==> src/design/preload_pkg.sv <==
package preload_pkg;

	// ----------------------------------------------------------------
	// sizes
	// ----------------------------------------------------------------
	localparam int CELL_COUNT = 10;
	localparam int REG_COUNT  = 2 * CELL_COUNT;

	// ----------------------------------------------------------------
	// apb register map
	// ----------------------------------------------------------------
	localparam logic [11:0] REG0_OFFSET    = 12'h000; // register 0 bank
	localparam logic [11:0] REG1_OFFSET    = 12'h004; // register 1 bank
	localparam logic [11:0] POLARITY_OFFSET = 12'h008; // output polarity
	localparam logic [11:0] NEXT0_OFFSET   = 12'h00C; // next state, bank 0
	localparam logic [11:0] NEXT1_OFFSET   = 12'h010; // next state, bank 1
	localparam logic [11:0] STATUS_OFFSET  = 12'h014; // status

	// ----------------------------------------------------------------
	// reset values
	// ----------------------------------------------------------------
	localparam logic [CELL_COUNT-1:0] CELL_CLEAR     = 10'h000;
	localparam logic [CELL_COUNT-1:0] POLARITY_RESET = 10'h000;
	localparam logic [31:0]           DATA_ZERO      = 32'h00000000;

	// ----------------------------------------------------------------
	// power-up clear timing
	// ----------------------------------------------------------------
	localparam int CLK_PERIOD_PS               = 5000;
	localparam int POWERUP_CLEAR_INTERVAL_NS   = 1000;
	localparam int POWERUP_CLEAR_CYCLES =
		(POWERUP_CLEAR_INTERVAL_NS * 1000) / CLK_PERIOD_PS;
	localparam logic [7:0] POWERUP_CLEAR_LAST = 8'(POWERUP_CLEAR_CYCLES - 1);

	// status bit positions
	localparam int STATUS_BUSY_BIT    = 0;
	localparam int STATUS_PRELOAD_BIT = 1;

	// ----------------------------------------------------------------
	// carriers
	// ----------------------------------------------------------------
	typedef struct packed {
		logic                  enable; // forced-load state
		logic                  select; // 0 picks register 0
		logic [CELL_COUNT-1:0] level;  // i/o pin levels
	} preload_type;

	typedef enum logic [0:0] {
		PU_CLEARING,
		PU_RUN
	} pu_state_type;

endpackage : preload_pkg

==> src/design/reg_cell.sv <==
module reg_cell
	import preload_pkg::*;
(
	// clock and power-up clear
	input  wire logic clk_i,
	input  wire logic clear_i,
	// forced load
	input  wire logic load_en_i,
	input  wire logic load_sel_i,
	input  wire logic load_level_i,
	// normal operation
	input  wire logic tick_i,
	input  wire logic next0_i,
	input  wire logic next1_i,
	// state
	output logic      reg0_o,
	output logic      reg1_o
);

	logic reg0_r;
	logic reg0_nxt;
	logic reg1_r;
	logic reg1_nxt;

	// next values: clear, then forced load, then normal update
	always_comb begin
		reg0_nxt = reg0_r;
		reg1_nxt = reg1_r;
		if (clear_i) begin
			reg0_nxt = 1'b0;
			reg1_nxt = 1'b0;
		end else if (load_en_i) begin
			// pin level loads as is, polarity not applied
			if (load_sel_i) begin
				reg1_nxt = load_level_i;
			end else begin
				reg0_nxt = load_level_i;
			end
		end else if (tick_i) begin
			reg0_nxt = next0_i;
			reg1_nxt = next1_i;
		end
	end

	// register pair
	always_ff @(posedge clk_i) begin
		reg0_r <= reg0_nxt;
		reg1_r <= reg1_nxt;
	end

	assign reg0_o = reg0_r;
	assign reg1_o = reg1_r;

endmodule : reg_cell

==> src/design/preload_top.sv <==
// How it works
// - ten cells, two flip-flops each, twenty total
// - forced-load state loads high or low
// - pin level sets register, polarity ignored
// - clock pulse captures pins into selected register
// - select low writes reg 0, high reg 1
// - power-up clears every register low
// - outputs show cleared value through polarity
//
// Our own choices: the APB interface to the registers and the register offsets.
module preload_top
	import preload_pkg::*;
(
	// clock and reset
	input  wire logic                  clk_i,
	input  wire logic                  rst_i,
	// apb slave
	input  wire logic                  psel_i,
	input  wire logic                  penable_i,
	input  wire logic                  pwrite_i,
	input  wire logic [11:0]           paddr_i,
	input  wire logic [31:0]           pwdata_i,
	output logic      [31:0]           prdata_o,
	output logic                       pready_o,
	output logic                       pslverr_o,
	// test fixture pins
	input  wire logic                  preload_en_i,
	input  wire logic                  select_i,
	input  wire logic                  clock_term_i,
	input  wire logic [CELL_COUNT-1:0] io_level_i,
	// output pins
	output logic      [CELL_COUNT-1:0] out_pin_o,
	output logic                       clearing_o
);

	// ----------------------------------------------------------------
	// pin synchronisers
	// ----------------------------------------------------------------
	preload_type pins_meta_r;
	preload_type pins_sync_r;
	logic        clk_meta_r;
	logic        clk_sync_r;
	logic        clk_prev_r;

	// two stages per pin before any logic looks at it
	always_ff @(posedge clk_i) begin
		pins_meta_r <= '{enable: preload_en_i, select: select_i, level: io_level_i};
		pins_sync_r <= pins_meta_r;
		clk_meta_r  <= clock_term_i;
		clk_sync_r  <= clk_meta_r;
		clk_prev_r  <= clk_sync_r;
	end

	// rising edge of the synchronised clock term
	logic clk_rise;
	assign clk_rise = clk_sync_r & ~clk_prev_r;

	// ----------------------------------------------------------------
	// power-up clear sequencer
	// ----------------------------------------------------------------
	pu_state_type pu_state_r;
	pu_state_type pu_state_nxt;
	logic [7:0]   pu_count_r;
	logic [7:0]   pu_count_nxt;

	// hold the clear for the whole interval after reset
	always_comb begin
		pu_state_nxt = pu_state_r;
		pu_count_nxt = pu_count_r;
		unique case (pu_state_r)
			PU_CLEARING: begin
				if (pu_count_r == POWERUP_CLEAR_LAST) begin
					pu_state_nxt = PU_RUN;
				end else begin
					pu_count_nxt = pu_count_r + 8'h01;
				end
			end
			PU_RUN: begin
				pu_count_nxt = pu_count_r;
			end
		endcase
	end

	always_ff @(posedge clk_i) begin
		if (rst_i) begin
			pu_state_r <= PU_CLEARING;
			pu_count_r <= 8'h00;
		end else begin
			pu_state_r <= pu_state_nxt;
			pu_count_r <= pu_count_nxt;
		end
	end

	// clear holds during reset and the whole interval
	logic clear;
	assign clear = rst_i | (pu_state_r == PU_CLEARING);

	// ----------------------------------------------------------------
	// apb registers
	// ----------------------------------------------------------------
	logic [CELL_COUNT-1:0] polarity_r;
	logic [CELL_COUNT-1:0] polarity_nxt;
	logic [CELL_COUNT-1:0] next0_r;
	logic [CELL_COUNT-1:0] next0_nxt;
	logic [CELL_COUNT-1:0] next1_r;
	logic [CELL_COUNT-1:0] next1_nxt;
	logic [31:0]           prdata_r;
	logic [31:0]           prdata_nxt;
	logic                  slverr;
	logic [CELL_COUNT-1:0] bank0;
	logic [CELL_COUNT-1:0] bank1;
	logic                  access;
	logic                  mapped;

	assign access = psel_i & penable_i;
	assign mapped = (paddr_i == REG0_OFFSET) | (paddr_i == REG1_OFFSET)
		| (paddr_i == POLARITY_OFFSET) | (paddr_i == NEXT0_OFFSET)
		| (paddr_i == NEXT1_OFFSET) | (paddr_i == STATUS_OFFSET);

	// decode writes and build read data
	always_comb begin
		polarity_nxt = polarity_r;
		next0_nxt    = next0_r;
		next1_nxt    = next1_r;
		prdata_nxt   = DATA_ZERO;
		if (psel_i & ~penable_i & ~pwrite_i) begin
			unique case (paddr_i)
				REG0_OFFSET:     prdata_nxt[CELL_COUNT-1:0] = bank0;
				REG1_OFFSET:     prdata_nxt[CELL_COUNT-1:0] = bank1;
				POLARITY_OFFSET: prdata_nxt[CELL_COUNT-1:0] = polarity_r;
				NEXT0_OFFSET:    prdata_nxt[CELL_COUNT-1:0] = next0_r;
				NEXT1_OFFSET:    prdata_nxt[CELL_COUNT-1:0] = next1_r;
				STATUS_OFFSET: begin
					prdata_nxt[STATUS_BUSY_BIT]    = clear;
					prdata_nxt[STATUS_PRELOAD_BIT] = pins_sync_r.enable;
				end
				default:         prdata_nxt = DATA_ZERO;
			endcase
		end else if (access) begin
			prdata_nxt = prdata_r;
		end
		if (access & pwrite_i) begin
			unique case (paddr_i)
				POLARITY_OFFSET: polarity_nxt = pwdata_i[CELL_COUNT-1:0];
				NEXT0_OFFSET:    next0_nxt    = pwdata_i[CELL_COUNT-1:0];
				NEXT1_OFFSET:    next1_nxt    = pwdata_i[CELL_COUNT-1:0];
				default:         polarity_nxt = polarity_r;
			endcase
		end
	end

	assign slverr = access & ~mapped;

	always_ff @(posedge clk_i) begin
		if (rst_i) begin
			polarity_r <= POLARITY_RESET;
			next0_r    <= CELL_CLEAR;
			next1_r    <= CELL_CLEAR;
			prdata_r   <= DATA_ZERO;
		end else begin
			polarity_r <= polarity_nxt;
			next0_r    <= next0_nxt;
			next1_r    <= next1_nxt;
			prdata_r   <= prdata_nxt;
		end
	end

	// zero-wait slave, error on unmapped address
	assign pready_o  = 1'b1;
	assign pslverr_o = slverr;
	assign prdata_o  = prdata_r;

	// ----------------------------------------------------------------
	// register pairs
	// ----------------------------------------------------------------
	logic load_en;
	logic tick;

	// capture on a clock term pulse inside the forced-load state
	assign load_en = pins_sync_r.enable & clk_rise & ~clear;
	assign tick    = clk_rise & ~pins_sync_r.enable;

	genvar g;
	generate
		for (g = 0; g < CELL_COUNT; g++) begin : g_cell
			reg_cell u_cell (
				.clk_i        (clk_i),
				.clear_i      (clear),
				.load_en_i    (load_en),
				.load_sel_i   (pins_sync_r.select),
				.load_level_i (pins_sync_r.level[g]),
				.tick_i       (tick),
				.next0_i      (next0_r[g]),
				.next1_i      (next1_r[g]),
				.reg0_o       (bank0[g]),
				.reg1_o       (bank1[g])
			);
		end
	endgenerate

	// ----------------------------------------------------------------
	// output pins
	// ----------------------------------------------------------------
	logic [CELL_COUNT-1:0] out_pin_r;

	// register 0 drives the pin through the programmed polarity
	always_ff @(posedge clk_i) begin
		out_pin_r <= bank0 ^ polarity_r;
	end

	assign out_pin_o  = out_pin_r;
	assign clearing_o = clear;

endmodule : preload_top

==> config.mk <==
export PLATFORM = sky130hd
export DESIGN_NAME = preload_top
export DESIGN_NICKNAME = d
export VERILOG_FILES = /design/src/design/preload_pkg.sv /design/src/design/reg_cell.sv /design/src/design/preload_top.sv
export SDC_FILE = /design/constraint.sdc
export NUM_CORES = 1
export LEC_CHECK = 0
export BUFFER_PORTS_ARGS = -buffer_cell sky130_fd_sc_hd__buf_2
export CAP_MARGIN = 40
export CORE_MARGIN = 2
export CORE_UTILIZATION = 40
export CTS_BUF_LIST = sky130_fd_sc_hd__clkbuf_8
export DETAILED_ROUTE_END_ITERATION = 8
export RECOVER_POWER = 100
export SYNTH_ARGS = -nofsm -noshare
export SYNTH_HDL_FRONTEND = slang
export SYNTH_SLANG_ARGS = --single-unit
==> constraint.sdc <==
create_clock -name clk_i -period 4.5 [get_ports clk_i]
set_clock_uncertainty 0.05 [all_clocks]
set_input_delay 0.9 -clock clk_i [delete_from_list [all_inputs] [get_ports clk_i]]
set_output_delay 0.9 -clock clk_i [all_outputs]
set_load 0.01 [all_outputs]
==> impl_metrics.json, run 1 <==
{
  "relSlewSlack_pct": -40.21,
  "slew_viol_final": 83,
  "num_antenna_cells": 0,
  "nNetsFinal": 576,
  "synth_compound_gate_area_share_pct": 19.17,
  "async_flop_share_pct": 0,
  "leakagePower_nw": 1.786,
  "wire_per_inst_um": 16.81,
  "endpoint_kind": "register",
  "cp-start-kind": "input pin",
  "worst-path-max-fanout": 47,
  "grt_pass1_vias": 3421,
  "path_clk_slew_ps": 110,
  "postSynthCellCount": 469,
  "synth_simple_gate_area_share_pct": 15.22,
  "worstRegToRegCells": 5,
  "drt_first_pass_iters": 4,
  "final.period_utilization_pct": 77.52,
  "synth_warnings": 0,
  "synth_top_family_by_area": "compound AO/OA/AOI/OAI gates",
  "grtUsageMet2_pct": 33.93,
  "num_vias": 3601,
  "required_ps": 4670,
  "synth-xor-area-share_pct": 2.809,
  "drt-total-wl_um": 11060,
  "start_util_pct": 40.63,
  "post-cts-setup-buffers": 0,
  "synth_area_mm2": 0.004365,
  "r2r_setup_slack_ps": 1810,
  "grt_pass1_wl_um": 17620,
  "synth_edf_count": 0,
  "synth_mux_area_share_pct": 6.105,
  "dp.final_hpwl_um": 7725,
  "cts-root-buf": "clkbuf_8",
  "core_area_mm2": 0.01075,
  "fp.dieH_um": 108.5,
  "syn-mean-instance-area_um2": 9.308,
  "die-area_mm2": 0.01177,
  "grt.met1_usage_pct": 24.34,
  "ctsHtreeMaxLevel": 3,
  "grt_max_degree": 48,
  "final-instance-count-excl-fill": 658,
  "power_density_mw_per_mm2": 371.2,
  "finalSetupViolCount": 0,
  "cts_tree": "built",
  "post_cts_resized": 0,
  "io_buffers": 61,
  "synthFlopType": "dfxtp_1",
  "synth-seq-area-share_pct": 48.61,
  "clock_tree.buffer_depth": 2,
  "fillers": 1105,
  "criticalPathCategory": "in2reg",
  "place_congestion": 0.8134,
  "clk_latency_ps": 380,
  "worst_pin_slew_ps": 2103,
  "arrival_ps": 3660,
  "synth.lib_cells_used.distinct": 47,
  "fin_crit_ps": 3488,
  "fin_setup_tns_ps": 0,
  "antenna_found_initial": 0,
  "holdPathStages": 0,
  "avgViaCountPerCell": 5.473,
  "first_iter_violations": 207,
  "gr-usage-met3_pct": 4.943,
  "cts_buffers": 9,
  "max_freq_ghz": 0.2867,
  "ys_seq_elements": 106,
  "outcome": "complete, but fails checks",
  "utilization_pct": 45.72,
  "rsz0062_at_grt": "no",
  "ios": 107,
  "hold_violations": 0,
  "dp.cells": 642,
  "cts_hold_buffers": 0,
  "cts.sink_count": 106,
  "max_cap_violations": 2,
  "gr-max-usage-layer": "met2",
  "drc": 0,
  "grt_usage_pct": 19.59,
  "rows": 38,
  "violations": "capacitance limit, slew limit",
  "drtAntennaViolNets": 0,
  "syn_to_final_growth_pct": 12.53,
  "irDropWorstVdd_v": 0.0002277,
  "min-delay-path-class": "reg2reg",
  "die_x_um": 108.5,
  "layout-drive-gt1-share_pct": 13.90,
  "globalRouteOverflowTotal": 0,
  "synth-adder-area-share_pct": 0.2866
}
report_power, final:
group / switching, mW / internal [mW]
Sequential: 0.00671 / 0.953
Clock: 0.342 / 0.431
Combinational: 0.0639 / 0.0279
state kept, by name, indices dropped and copies added (netlist names):
name and count:
clk_meta_r 1, clk_prev_r 1, clk_sync_r 1, g_cell.u_cell.reg0_o 10, g_cell.u_cell.reg1_o 10, next0_r 10
next1_r 10, out_pin_o 10, pins_meta_r 12, pins_sync_r 12, polarity_r 10, prdata_o 10
pu_count_r 8, pu_state_r 1
metrics by stage:
stage               setup WS (ps)  hold WS (ps)  total power [mW]  instance area, µm²
finish                       1012         275.0             1.824                4912
global route                746.0         285.3             1.890                4912
CTS                          1274         278.3             1.840                4956
detailed placement           1251         263.2             1.073                4686
global placement             1283         260.8             1.071                4674
floorplan                    1624         259.6             1.050                4444
per-layer routing:
metal / wire length, µm / share of wire, %
met1: 4714 / 43
met2: 5547 / 50
met3: 676 / 6.1
met4: 123 / 1.1
met5: 0 / 0
cells by family (layout without fill, tap and decap cells):
family / Yosys count / in the layout
AOI/OAI and AO/OA: 133 / 133
xor gates and xnor gates: 14 / 14
adders and majority gates: 1 / 1
buffers and inverters: 63 / 91
DFF: 106 / 106
muxes: 26 / 26
other: 2 / 23
and+or+nand+nor: 124 / 124
synth_stat cells (all sizes together) (8+ instances only):
| master | n | area share (%) |
|---|---|---|
| a21oi | 42 | 4.8 |
| o31ai | 20 | 3.4 |
| o2bb2ai | 9 | 1.8 |
| nand4 | 22 | 3.2 |
| a31oi | 11 | 1.6 |
| nand3 | 15 | 1.7 |
| o21ai | 27 | 3.1 |
| mux2i | 21 | 4.8 |
| nor2 | 26 | 2.2 |
| xor2 | 11 | 2.2 |
| buf | 29 | 4.7 |
| clkbuf | 27 | 2.3 |
| a211oi | 8 | 1.4 |
| dfxtp | 106 | 49 |
| nand2 | 26 | 2.2 |
| nor3 | 8 | 1.0 |
cells in the final DEF, fill, tap and decap left out, drive strengths merged, types with 11 or more instances in the layout:
cell	netlist	layout
nor2	26	26
nand3	15	15
nand2	26	26
dfxtp	106	106
buf	29	43
conb	2	23
xor2	11	11
a31oi	11	11
o21ai	27	27
o31ai	20	20
nand4	22	22
clkbuf	27	34
mux2i	21	21
a21oi	42	42
worst max-delay path, stage by stage:
cell	delay, ps
buf_1	100
clkbuf_1	1500
or3b_2	320
a21oi_1	70
clkbuf_1	400
o21ai_0	290
a31oi_1	70
layout make-up:
| type | count | area [µm²] | share of cell area [%] |
|---|---|---|---|
| sequential | 106 | 2122 | 43.20 |
| clock inverter | 7 | 146.4 | 2.980 |
| multi-input combinational | 321 | 1997 | 40.65 |
| inverter | 7 | 26.28 | 0.5349 |
| timing repair buffer | 68 | 321.6 | 6.546 |
| clock buffer | 9 | 123.9 | 2.522 |
| tap | 140 | 175.2 | 3.566 |
worst paths after layout:
path                                      start                 endpoint
worst max-delay path                      rst_i  g_cell[6].u_cell.reg0_o
worst min-delay path            pins_meta_r[10]          pins_sync_r[10]
worst max register to register       pu_state_r  g_cell[6].u_cell.reg0_o
worst min register to register  pins_meta_r[10]          pins_sync_r[10]
(Power assumes the default switching activity.)
==> run 2, diff against run 1 <==
Settings changed: PLACE_DENSITY set to 0.65.
Clock period 4.5 ns to 2.8 ns, I/O delays scaled along.
==> impl_metrics.json, run 2 (synthesis gave the netlist of run 1 again) <==
{
  "cp-start-kind": "input pin",
  "ios": 107,
  "num_antenna_cells": 0,
  "drt_first_pass_iters": 5,
  "worst_pin_slew_ps": 912.2,
  "fin_setup_tns_ps": 0,
  "core_area_mm2": 0.01075,
  "min_from": "clock_term_i",
  "finalSetupViolCount": 0,
  "io_buffers": 61,
  "num_vias": 3697,
  "p_sw_mw": 0.6425,
  "fp.dieH_um": 108.5,
  "cts_buffers": 9,
  "die-area_mm2": 0.01177,
  "max_cap_violations": 0,
  "final_common_cell": "dfxtp_1",
  "multi_input_area_mm2": 0.001989,
  "first_iter_violations": 206,
  "clk_latency_ps": 380,
  "wire_per_inst_um": 16.90,
  "leakagePower_nw": 1.788,
  "r2r_setup_slack_ps": 550,
  "relSlewSlack_pct": 39.19,
  "power_density_mw_per_mm2": 528.4,
  "nNetsFinal": 585,
  "min-delay-path-class": "in2reg",
  "holdPathStages": 1,
  "max_freq_ghz": 0.3992,
  "regToRegStartpoint": "pu_state_r",
  "p_seq_share_pct": 59.8,
  "pwr-share-clk_pct": 34.4,
  "die_x_um": 108.5,
  "combPwrFrac_pct": 5.9,
  "endpoint_kind": "output port",
  "utilization_pct": 45.44,
  "path_clk_slew_ps": 100,
  "post-cts-setup-buffers": 0,
  "grt_pass1_vias": 3498,
  "drt-total-wl_um": 11270,
  "top_regs": "pins_meta_r: 12 flops, pins_sync_r: 12 flops",
  "required_ps": 2190,
  "fin_area_mm2": 0.004882,
  "p_sw_share_pct": 24.91,
  "irDropWorstVdd_v": 0.0003826,
  "cts.sink_count": 106,
  "cts_tree": "built",
  "final.period_utilization_pct": 89.47,
  "dp.final_hpwl_um": 8028,
  "worst-path-max-fanout": 12,
  "slew_viol_final": 0,
  "rows": 38,
  "layout-drive-gt1-share_pct": 14.80,
  "drc": 0,
  "min_to": "clk_meta_r",
  "post_dp_cell_area_mm2": 0.004743,
  "globalRouteOverflowTotal": 0,
  "r2r-end": "g_cell[2].u_cell.reg0_o",
  "hold_violations": 0,
  "critPathLaunch": "rst_i",
  "cts-root-buf": "clkbuf_8",
  "cts_hold_buffers": 0,
  "outcome": "complete, no violations",
  "fillers": 1088,
  "intPower_mw": 1.937,
  "rsz0062_at_grt": "no",
  "post_cts_resized": 0,
  "syn_to_final_growth_pct": 11.84,
  "worstRegToRegCells": 5,
  "arrival_ps": 1900,
  "drtAntennaViolNets": 0,
  "ctsHtreeMaxLevel": 3,
  "fin_crit_ps": 2505,
  "antenna_found_initial": 0,
  "clock_tree.buffer_depth": 2,
  "place_congestion": 0.8411,
  "avgViaCountPerCell": 5.543,
  "start_util_pct": 40.63,
  "final_cell_mix": "106 x dfxtp_1, 42 x a21oi_1, 37 x buf_2, 27 x o21ai_0, 27 x clkbuf_1",
  "grt_usage_pct": 19.90,
  "grt_max_degree": 38,
  "ff_latch_area_mm2": 0.002122,
  "criticalPathCategory": "in2out",
  "grt_pass1_wl_um": 17830
}
## run 2: cell types whose count changed in the layout (fill, tap and decap cells not counted), moves of 2 or more
cell | previous run | this run
clkbuf_1 | 25 | 27
buf_4 | 3 | 12
clkinv_4 | 1 | 3
bufinv_16 | 4 | 0
## run 2: worst max path at each step
stage | to | slack, ps | depth (start not counted)
global placement | prdata_o[0] | 450 | 7
detailed placement | prdata_o[0] | 450 | 7
finish | clearing_o | 290 | 6
CTS | clearing_o | 440 | 5
floorplan | pslverr_o | 600 | 4
global route | clearing_o | 160 | 6
## run 2: worst max-delay path: stages
cell      delay [ps]
clkbuf_1         350
nor2b_1          110
buf_4            180
inv_1            330
buf_4            220
buf_2            130
## run 2: final cells by class
class                           instances  share of cell area [%]
Clock buffer                           10                   2.819
Clock inverter                          6                   1.025
Inverter                                7                  0.5382
Multi-Input combinational cell        321                   40.75
Sequential cell                       106                   43.47
Tap cell                              140                   3.588
Timing Repair Buffer                   77                   7.817
## run 2: stage by stage
| step | instances | setup slack, ps | hold WS [ps] | power [mW] |
|---|---|---|---|---|
| after global placement | 651 | 451.8 | 262.1 | 1.723 |
| after CTS | 667 | 445.0 | 208.0 | 2.613 |
| after detailed placement | 651 | 449.7 | 262.8 | 1.728 |
| after floorplan | 490 | 604.1 | 259.6 | 1.687 |
| final | 667 | 294.8 | 222.5 | 2.580 |
| after global routing | 667 | 164.0 | 202.5 | 2.692 |
## run 2: power by group through the flow
| stage | combinational, mW | sequential, mW | clock [mW] |
|---|---|---|---|
| after floorplan | 0.114 | 1.57 | 0 |
| after global placement | 0.147 | 1.58 | 0 |
| after detailed placement | 0.151 | 1.58 | 0 |
| after CTS | 0.152 | 1.54 | 0.919 |
| after global routing | 0.167 | 1.55 | 0.980 |
| final | 0.151 | 1.54 | 0.886 |
## run 2: per-layer routing
metal	track usage [%]	wire length, µm	vias up
met3	4.641	768	13
li1	-	-	1776
met1	25.30	4656	1777
met5	0	0	-
met4	5.861	162	0
met2	33.57	5684	131
